<file path="src/common/eepc_pkg.sv">
// Package: register map, field layout, reset values and timing for EEPROM control
package eepc_pkg;
   timeunit 1ns;
   timeprecision 1ps;
   localparam logic [11:0] EEPC_OFS_CTRL    = 12'h000;
   localparam logic [11:0] EEPC_OFS_NVCFG   = 12'h004;
   localparam logic [11:0] EEPC_OFS_ACFG    = 12'h008;
   localparam logic [11:0] EEPC_OFS_DIVH    = 12'h00c;
   localparam logic [11:0] EEPC_OFS_DIVL    = 12'h010;
   localparam logic [11:0] EEPC_OFS_DIVHNV  = 12'h014;
   localparam logic [11:0] EEPC_OFS_DIVLNV  = 12'h018;
   localparam logic [11:0] EEPC_OFS_STATUS  = 12'h01c;
   localparam logic [11:0] EEPC_OFS_ARRAY   = 12'h800;
   localparam int          EEPC_ARR_AW      = 9;
   localparam int          EEPC_BLK_MSB     = 8;
   localparam int          EEPC_BLK_LSB     = 7;
   // Control register fields, then DIVH and NVCFG bits and reset values
   localparam int          EEPC_B_SPARE     = 7;
   localparam int          EEPC_B_PDOWN     = 6;
   localparam int          EEPC_B_ERSH      = 5;
   localparam int          EEPC_B_ERSL      = 4;
   localparam int          EEPC_B_LATCH     = 3;
   localparam int          EEPC_B_AUTO      = 2;
   localparam int          EEPC_B_PGM       = 0;
   localparam int          EEPC_B_SECD      = 7;
   localparam int          EEPC_B_CLKSEL    = 4;
   localparam logic [7:0]  EEPC_CTRL_RST    = 8'h00;
   localparam logic [7:0]  EEPC_NVCFG_DEF   = 8'h70;
   localparam logic [7:0]  EEPC_DIVHNV_DEF  = 8'h80;
   localparam logic [7:0]  EEPC_DIVLNV_DEF  = 8'hac;
   localparam int          EEPC_CFG_SEC     = 4;
   // Program/erase timer length in timebase ticks, and the timebase period
   localparam logic [7:0]  EEPC_TICKS_AUTO  = 8'h80;
   localparam real         EEPC_TB_US       = 35.0;
   localparam int          EEPC_CLK_MHZ     = 100;
   localparam int          EEPC_TB_CYC      = int'(EEPC_TB_US) * EEPC_CLK_MHZ;

   typedef enum logic [1:0] {
      EEPC_BYTE_PGM, EEPC_BYTE_ERASE, EEPC_BLOCK_ERASE, EEPC_BULK_ERASE
   } eepc_mode_t;

   typedef struct packed {
      logic [8:0]  addr;
      logic [7:0]  data;
      logic        valid;
   } eepc_latch_t;
endpackage : eepc_pkg

</file>
<file path="src/logic/eepc_ctrl.sv">
// Module: EEPROM program/erase control with APB register access
module eepc_ctrl
   import eepc_pkg::*;
(
   input  wire logic        pclk,          // Bus clock, 100 MHz
   input  wire logic        presetn,       // Async reset, active low
   input  wire logic        psel,          // APB select
   input  wire logic        penable,       // APB enable
   input  wire logic        pwrite,        // APB direction
   input  wire logic [11:0] paddr,         // APB byte address
   input  wire logic [31:0] pwdata,        // APB write data
   output logic      [31:0] prdata,        // APB read data
   output logic             pready,        // APB ready
   output logic             pslverr,       // APB error
   input  wire logic        xtal_clk,      // Crystal reference clock (pin)
   input  wire logic        stop_mode,     // Stop mode request (pin)
   input  wire logic        wait_mode,     // Wait mode, no effect
   output logic             pump_on,       // High voltage applied
   output eepc_mode_t       hv_mode,       // Active operation
   output logic [8:0]       hv_addr,       // Array target address
   output logic [7:0]       hv_data,       // Array target data
   output logic             array_off,     // Array powered down
   output logic             array_secure   // Array security active
);
   timeunit 1ns;
   timeprecision 1ps;
   logic [7:0]  ctrl_reg, acfg_reg, nvcfg_reg, divh_reg, divl_reg;
   logic [7:0]  divhnv_reg, divlnv_reg;
   logic        init_reg;
   logic [1:0]  xs_reg, ss_reg;
   logic        xprev_reg;
   eepc_latch_t lat_reg;
   logic        nonarr_wr_reg;
   logic [10:0] div_cnt_reg;
   logic        tick;
   logic [7:0]  tmr_reg;
   logic        wr_acc, rd_acc, arr_hit, prot_hit, pgm_set, tmr_done;
   logic [7:0]  wb, ctrl_next;
   logic [10:0] divisor;
   logic        secd;

   assign wr_acc  = psel & penable & pwrite;
   assign rd_acc  = psel & penable & ~pwrite;
   assign wb      = pwdata[7:0];
   assign arr_hit = paddr >= EEPC_OFS_ARRAY &&
                    paddr < EEPC_OFS_ARRAY + 12'h200;
   assign divisor = {divh_reg[2:0], divl_reg};
   assign secd    = divh_reg[EEPC_B_SECD];
   assign pready  = 1'b1;
   assign pslverr = 1'b0;

   // Protection of the latched target: block bit, or any block bit for bulk
   always_comb begin
      prot_hit = acfg_reg[lat_reg.addr[EEPC_BLK_MSB:EEPC_BLK_LSB]];
      if (ctrl_reg[EEPC_B_ERSH:EEPC_B_ERSL] == 2'b11)
         prot_hit = |acfg_reg[3:0];
   end

   // Nonvolatile copies load the volatile registers after reset
   always_ff @(posedge pclk or negedge presetn) begin
      if (!presetn) begin
         init_reg <= 1'b1;
      end else begin
         init_reg <= 1'b0;
      end
   end

   // Reference clock and stop request synchronisers, with reference edge history
   always_ff @(posedge pclk or negedge presetn) begin
      if (!presetn) begin
         xs_reg    <= 2'b00;
         ss_reg    <= 2'b00;
         xprev_reg <= 1'b0;
      end else begin
         xs_reg    <= {xs_reg[0], xtal_clk};
         ss_reg    <= {ss_reg[0], stop_mode};
         xprev_reg <= xs_reg[1];
      end
   end

   // Divide selected reference by the divisor to a 35us tick
   always_ff @(posedge pclk or negedge presetn) begin
      if (!presetn) begin
         div_cnt_reg <= 11'h000;
      end else begin
         if (tick) begin
            div_cnt_reg <= 11'h000;
         end else if (nvcfg_reg[EEPC_B_CLKSEL] ? (xs_reg[1] & ~xprev_reg)
                                               : 1'b1) begin
            div_cnt_reg <= div_cnt_reg + 11'h001;
         end
      end
   end
   assign tick = (divisor != 11'h000) && (div_cnt_reg + 11'h001 >= divisor)
                 && (nvcfg_reg[EEPC_B_CLKSEL] ? (xs_reg[1] & ~xprev_reg)
                                              : 1'b1);

   // Program/erase timer counts ticks while voltage is applied
   always_ff @(posedge pclk or negedge presetn) begin
      if (!presetn) begin
         tmr_reg <= 8'h00;
      end else if (!pump_on) begin
         if (!ctrl_reg[EEPC_B_PGM])
            tmr_reg <= 8'h00;
      end else if (tick && tmr_reg != EEPC_TICKS_AUTO) begin
         tmr_reg <= tmr_reg + 8'h01;
      end
   end
   assign tmr_done = pump_on && tick && tmr_reg + 8'h01 == EEPC_TICKS_AUTO;

   // Enable may be set only when a valid array write was latched
   assign pgm_set = wb[EEPC_B_PGM] & ctrl_reg[EEPC_B_LATCH] &
                    lat_reg.valid & ~nonarr_wr_reg;

   always_comb begin
      ctrl_next = ctrl_reg;
      if (wr_acc && paddr == EEPC_OFS_CTRL) begin
         ctrl_next = wb;
         ctrl_next[1] = 1'b0;
         ctrl_next[EEPC_B_PGM] = pgm_set | (ctrl_reg[EEPC_B_PGM] &
                                 wb[EEPC_B_PGM]);
         if (ctrl_reg[EEPC_B_PGM])
            ctrl_next[EEPC_B_LATCH] = 1'b1;
         if (ctrl_reg[EEPC_B_PGM]) begin
            ctrl_next[EEPC_B_ERSH] = ctrl_reg[EEPC_B_ERSH];
            ctrl_next[EEPC_B_ERSL] = ctrl_reg[EEPC_B_ERSL];
         end
      end
      if (tmr_done && ctrl_reg[EEPC_B_AUTO])
         ctrl_next[EEPC_B_PGM] = 1'b0;
   end

   always_ff @(posedge pclk or negedge presetn) begin
      if (!presetn) begin
         ctrl_reg <= EEPC_CTRL_RST;
      end else begin
         ctrl_reg <= ctrl_next;
      end
   end

   // Latch capture of array writes
   always_ff @(posedge pclk or negedge presetn) begin
      if (!presetn) begin
         lat_reg       <= '0;
         nonarr_wr_reg <= 1'b0;
      end else if (!ctrl_reg[EEPC_B_LATCH]) begin
         lat_reg.valid <= 1'b0;
         if (wr_acc)
            nonarr_wr_reg <= ~arr_hit;
      end else if (wr_acc && arr_hit && !ctrl_reg[EEPC_B_PGM]) begin
         lat_reg <= '{addr: paddr[EEPC_ARR_AW-1:0], data: wb, valid: 1'b1};
         nonarr_wr_reg <= 1'b0;
      end
   end

   // Nonvolatile bytes (stored here) and volatile config
   always_ff @(posedge pclk or negedge presetn) begin
      if (!presetn) begin
         nvcfg_reg  <= EEPC_NVCFG_DEF;
         divhnv_reg <= EEPC_DIVHNV_DEF;
         divlnv_reg <= EEPC_DIVLNV_DEF;
         acfg_reg   <= 8'h00;
      end else begin
         if (init_reg || (rd_acc && paddr == EEPC_OFS_NVCFG))
            acfg_reg <= nvcfg_reg;
         if (wr_acc && paddr == EEPC_OFS_NVCFG)
            nvcfg_reg <= wb;
         if (wr_acc && secd && paddr == EEPC_OFS_DIVHNV)
            divhnv_reg <= wb;
         if (wr_acc && secd && paddr == EEPC_OFS_DIVLNV)
            divlnv_reg <= wb;
      end
   end

   // Volatile divider: loaded from the nonvolatile copies after reset, then software writes with SECD set and latch clear
   always_ff @(posedge pclk or negedge presetn) begin
      if (!presetn) begin
         divh_reg <= 8'h00;
         divl_reg <= 8'h00;
      end else if (init_reg) begin
         divh_reg <= divhnv_reg;
         divl_reg <= divlnv_reg;
      end else if (wr_acc && !ctrl_reg[EEPC_B_LATCH] && secd) begin
         if (paddr == EEPC_OFS_DIVH)
            divh_reg <= {wb[7], 4'h0, wb[2:0]};
         if (paddr == EEPC_OFS_DIVL)
            divl_reg <= wb;
      end
   end

   // Read data register
   always_ff @(posedge pclk or negedge presetn) begin
      if (!presetn) begin
         prdata <= 32'h0000_0000;
      end else if (psel && !penable && !pwrite) begin
         prdata <= 32'h0000_0000;
         if (arr_hit && ctrl_reg[EEPC_B_LATCH] && lat_reg.valid)
            prdata[7:0] <= lat_reg.data;
         else begin
            unique case (paddr)
               EEPC_OFS_CTRL:   prdata[7:0] <= ctrl_reg;
               EEPC_OFS_NVCFG:  prdata[7:0] <= nvcfg_reg;
               EEPC_OFS_ACFG:   prdata[7:0] <= acfg_reg;
               EEPC_OFS_DIVH:   prdata[7:0] <= divh_reg;
               EEPC_OFS_DIVL:   prdata[7:0] <= divl_reg;
               EEPC_OFS_DIVHNV: prdata[7:0] <= divhnv_reg;
               EEPC_OFS_DIVLNV: prdata[7:0] <= divlnv_reg;
               EEPC_OFS_STATUS: prdata[7:0] <= {7'h00, pump_on};
               default:         prdata[7:0] <= 8'h00;
            endcase
         end
      end
   end

   // High voltage gate
   assign pump_on = ctrl_reg[EEPC_B_PGM] & ctrl_reg[EEPC_B_LATCH] &
                    lat_reg.valid & ~prot_hit & ~ss_reg[1] &
                    ~ctrl_reg[EEPC_B_PDOWN];
   assign hv_mode      = eepc_mode_t'(ctrl_reg[EEPC_B_ERSH:EEPC_B_ERSL]);
   assign hv_addr      = lat_reg.addr;
   assign hv_data      = lat_reg.data;
   assign array_off    = ctrl_reg[EEPC_B_PDOWN];
   assign array_secure = ~acfg_reg[EEPC_CFG_SEC];
endmodule : eepc_ctrl

</file>
<file path="config.mk">
export PLATFORM = sky130hd
export DESIGN_NAME = eepc_ctrl
export DESIGN_NICKNAME = d
export VERILOG_FILES = /design/src/common/eepc_pkg.sv /design/src/logic/eepc_ctrl.sv
export SDC_FILE = /design/constraint.sdc
export NUM_CORES = 1
export LEC_CHECK = 0
export BUFFER_PORTS_ARGS = -buffer_cell sky130_fd_sc_hd__clkbuf_2
export CAP_MARGIN = 20
export CORE_UTILIZATION = 60
export DETAILED_ROUTE_END_ITERATION = 12
export PLACE_DENSITY = 0.85
export SYNTH_ARGS = -nofsm -noshare
export SYNTH_HDL_FRONTEND = slang
export SYNTH_SLANG_ARGS = --single-unit
</file>
<file path="constraint.sdc">
create_clock -name pclk -period 8.6 [get_ports pclk]
set_input_delay 1.72 -clock pclk [delete_from_list [all_inputs] [get_ports pclk]]
set_output_delay 1.72 -clock pclk [all_outputs]
set_load 0.005 [all_outputs]
</file>
Word-level counts from Yosys, hierarchy flattened. Index checks and enable logic that the tools add are counted.

Register bits after elaboration: 107. Output and inout bits: 56. Word-level logic and storage cells: 128.

Add/sub/neg operators: 2. $lt $le $gt $ge: 4. Equality and inequality tests: 13. Muxes and demuxes: 25. Bitwise logic cells: 23. Reductions and logical operators: 41.

Operators with widths (count): 8-bit 2-to-1 mux (10); 8-bit one-hot mux with 8 select lines (1); 12-bit by 5-bit equality test with 1-bit output, second input constant (4); 12-bit by 4-bit equality test with 1-bit output, second input constant (2); 11-bit 2-to-1 mux (2); 1-bit logical AND (21); 1-bit AND (13); 12-bit by 3-bit equality test with 1-bit output, second input constant (1); 12-bit >= comparator, second input constant (1); 12-bit zero test (1); 12-bit less-than comparator, second input constant (1); 2-bit AND reduction (6); 2-bit nonzero test (6); 11-bit by 1-bit adder with 11-bit output, second input constant (1); 11-bit >= comparator (1); 1-bit 2-to-1 mux (11); 11-bit nonzero test (1); 1-bit inverter (9); 8-bit by 1-bit adder with 8-bit output, second input constant (1); 8-bit equality test, second input constant (1); 8-bit != test, second input constant (1); 1-bit zero test (4); 2-bit by 4-bit less-than comparator with 1-bit output, second input constant (1); 2-bit by 1-bit != test with 1-bit output, second input constant (2); other kinds (6) (6).

Logic depth before layout (Yosys ltp).
Depth in word-level cells: 11. Gate-level depth with buffers: 11.

Worst setup path after synthesis. No wires, ideal clock.

Path type: input port to flip-flop. From: input port paddr[1]. To: register ctrl_reg[4]. Library setup time: 0.125 ns. Arrival: 3.199 ns. Path slack: 5.276 ns. Stages: 5. Path buffers: 0. Cell sequence: nor4_4 -> nand3_4 -> or4_4 -> nor2_1 -> mux2_2.

Cells in the longest elaborated chain, start to end: 3.

Ends and longest elaborated chain: from (decl) (RTL line eepc_ctrl.sv:10) `input wire logic [11:0] paddr,`; 12-bit zero test (RTL line eepc_ctrl.sv:117) `if (wr_acc && paddr == EEPC_OFS_CTRL) begin`; 1-bit logical AND (RTL line eepc_ctrl.sv:117); 2-bit AND reduction (no line); to (signal assigned) (RTL line eepc_ctrl.sv:137) `ctrl_reg <= ctrl_next;`; to (decl) (RTL line eepc_ctrl.sv:27) `logic [7:0] ctrl_reg, acfg_reg, nvcfg_reg, divh_reg, divl_reg;`.

No other way between the ends. A chain may end at the register's enable or synchronous reset.

Worst setup path in the final report.
From: input port paddr[1]. To: register divlnv_reg[1].

Cells in the longest elaborated chain, start to end: 2.

Ends and longest elaborated chain: 12-bit by 5-bit equality test with 1-bit output (RTL line eepc_ctrl.sv:170) `if (wr_acc && secd && paddr == EEPC_OFS_DIVLNV)`; 1-bit logical AND (RTL line eepc_ctrl.sv:170); to (signal assigned) (RTL line eepc_ctrl.sv:171) `divlnv_reg <= wb;`; to (decl) (RTL line eepc_ctrl.sv:28) `logic [7:0] divhnv_reg, divlnv_reg;`.

No other way between the ends.

==> reports/metrics.csv <==
metric,value,unit
synth_top_cells_by_area,"dfrtp_1 (41%), mux2_2 (12%), buf_4 (6.2%), dfstp_2 (4.0%), nand2_1 (3.7%)",
post-cts-setup-buffers,0,
final_period_demand_of_the_worst_path,3720,ps
placeableCoreArea,0.00942,mm^2
synth_ff_type,dfrtp_1,
post_synth_most_frequent_cells,"dfrtp_1 (98), mux2_2 (61), nand2_1 (59)",
synth_top_cell_by_area,dfrtp_1,
synth_cells,571,
dieHeight,101,um
crit_path_category,in2reg,
part_of_the_cycle_the_worst_path_needs,0.433,
routabilityCongestion,0.915,
synth_most_common_cell,dfrtp_1,
critical_path.most_common_cell,nor4_4,
path_max_fanout,11,
yosysTopAreaCellShare,0.413,
total_leakage_power,3.01,nW
ys_async_sr_fraction,1.00,
largest_register_ff_count,11,
timing.final.setup_violations,0,
global_route_wire_length_before_repair,22000,um
detail_route.drc_violations,0,
status,"finished, final reports clean",
max-slew-margin-rel,0.316,
total_via_count_in_the_routed_design,4404,
drt.antenna.violating_nets,0,
worst_path_max_delay_cell,nor4_4,
cts_tree,yes,
fin_setup_tns,0,ps
number_of_enable_flip_flop_cells_after_synthesis,0,
required,8880,ps
post_drt_wl_per_cell,18.5,um
placedInstanceArea,0.00604,mm^2
vias_per_cell,6.03,
drv_slew,0,
timing.final.hold_violations,0,
worst_slew_pin_slew,1020,ps
clock.fmax,269,MHz
powerDensity,168,mW/mm^2
track_usage,0.285,
number_of_global_route_vias_before_repair,4425,
cts_sinks,107,
grt_max_degree,85,
timing.hold.worst.class,reg2reg,
timing.critical_path.slowest_cell_delay,660,ps
holdWs,359,ps
first_iter_violations,362,
critPathTopFamily,simple AND/OR/NAND/NOR gates,
syn-cell-area,0.00594,mm^2
synth_seq_area_share,0.453,
yosysWarningCount,0,
max-vdd-ir-drop,0.108,mV
area_growth,5.50,%
pin_count,108,
htree_num_levels,3,
clock-root-buffer,clkbuf_8,
critical_path_buf_inv_count,1,
crit_chain,"clkbuf_2, nor4_4, and3_1, nand2_2, nor4_4, mux2_2",
final_design_area_no_fill,0.00627,mm^2
critical_path_arrival,4000,ps
ys_seq_elements,107,
final_setup_skew,12.1,ps
drive_gt1_frac,0.273,
timing.critical_path.from,paddr[1],
drv.max_cap_violation_count,0,
drt_wl_total,13500,um
final_nets,664,
place_hpwl,9500,um
antenna_found_initial,0,
cts_max_path_buffers,2,
synth.lib_cells_used.distinct,65,
clk_pin_slew_worst_paths,110,ps
ctsHoldBuffers,0,
cts-resized-gates,0,
globalRouteOverflowTotal,0,
dp.cells,714,
initial_utilization,0.631,
worstSetupStartpointType,input pin,
floorplan.rows,35,
unrepaired_setup_endpoints_after_global_routing,false,
syn_avg_cell_area,10.4,um^2
worstHoldStart,ss_reg[0],
non_filler_instance_count_after_layout,730,
placement.io_buffers,56,
num_antenna_cells,0,
power,1.06,mW
cts_made_buffers,9,
r2r-start,div_cnt_reg[0],
end_kind,flip-flop,
drtPass1Iterations,6,
chipWidth,101,um
clk-insertion-delay-late,390,ps
die_area,0.0103,mm^2
[final cells by class]
| class | instances | area [um^2] |
|---|---|---|
| Fill cell | 717 | 3150 |
| Multi-Input combinational cell | 399 | 2810 |
| Sequential cell | 107 | 2690 |
| Timing Repair Buffer | 59 | 325 |
| Tap cell | 129 | 161 |
| Clock buffer | 9 | 124 |
| Clock inverter | 6 | 78.8 |
| Inverter | 21 | 78.8 |
[per-layer routing]
| layer | global-route usage | part of all wire | vias up |
|---|---|---|---|
| li1 | - | - | 2006 |
| met1 | 0.360 | 0.41 | 2178 |
| met2 | 0.475 | 0.50 | 192 |
| met3 | 0.0600 | 0.067 | 28 |
| met4 | 0.124 | 0.020 | 0 |
| met5 | 0 | 0 | - |
[metrics by stage]
| stage | setup slack [ps] | util |
|---|---|---|
| finish | 4880 | 0.666 |
| global route | 4680 | 0.666 |
| CTS | 4930 | 0.663 |
| detailed placement | 4510 | 0.641 |
| global placement | 4550 | 0.641 |
| floorplan | 5280 | - |
[cell usage in the layout, fill, tap and decap left out, types with 7 or more instances in the layout]
cell,netlist,layout
dfrtp_1,98,98
mux2_2,61,61
nand2_1,59,59
clkbuf_2,0,55
nor2_1,34,34
o21ai_0,30,30
conb_1,2,27
inv_1,20,20
mux2i_1,20,20
a21oi_1,18,18
nand3_1,17,17
ha_1,15,15
and3_1,9,9
nor3_1,9,9
clkbuf_8,0,9
dfstp_2,9,9
xnor2_1,7,7
a31oi_1,7,7
[logic make-up (layout without fill, tap and decap cells)]
| group | Yosys count | after routing | share of synthesized area |
|---|---|---|---|
| AND/OR/NAND/NOR | 168 | 168 | 0.148 |
| flip-flops | 107 | 107 | 0.453 |
| AO/OA/AOI/OAI | 95 | 95 | 0.106 |
| buffers and inverters | 90 | 95 | 0.0902 |
| multiplexers | 82 | 82 | 0.153 |
| adder cells (fa/ha/maj) | 15 | 15 | 0.0316 |
| XOR/XNOR | 12 | 12 | 0.0177 |
| other | 2 | 27 | 0.00126 |
[report_power, final]
group,internal (mW),switching [mW]
Combinational,0.0741,0.0994
Clock,0.140,0.187
Sequential,0.527,0.0283
[path summary, 6_finish.rpt]
kind,to,slack [ps],cells past startpoint
setup / recovery,divlnv_reg[1],4880,6
hold / removal,ss_reg[1],360,0
setup reg to reg,tmr_reg[2],4930,10
hold reg to reg,ss_reg[1],360,0
max in group asynchronous,divlnv_reg[2],6320,3
min in group asynchronous,tmr_reg[0],1220,1
Power figures use the tool's default switching activity.
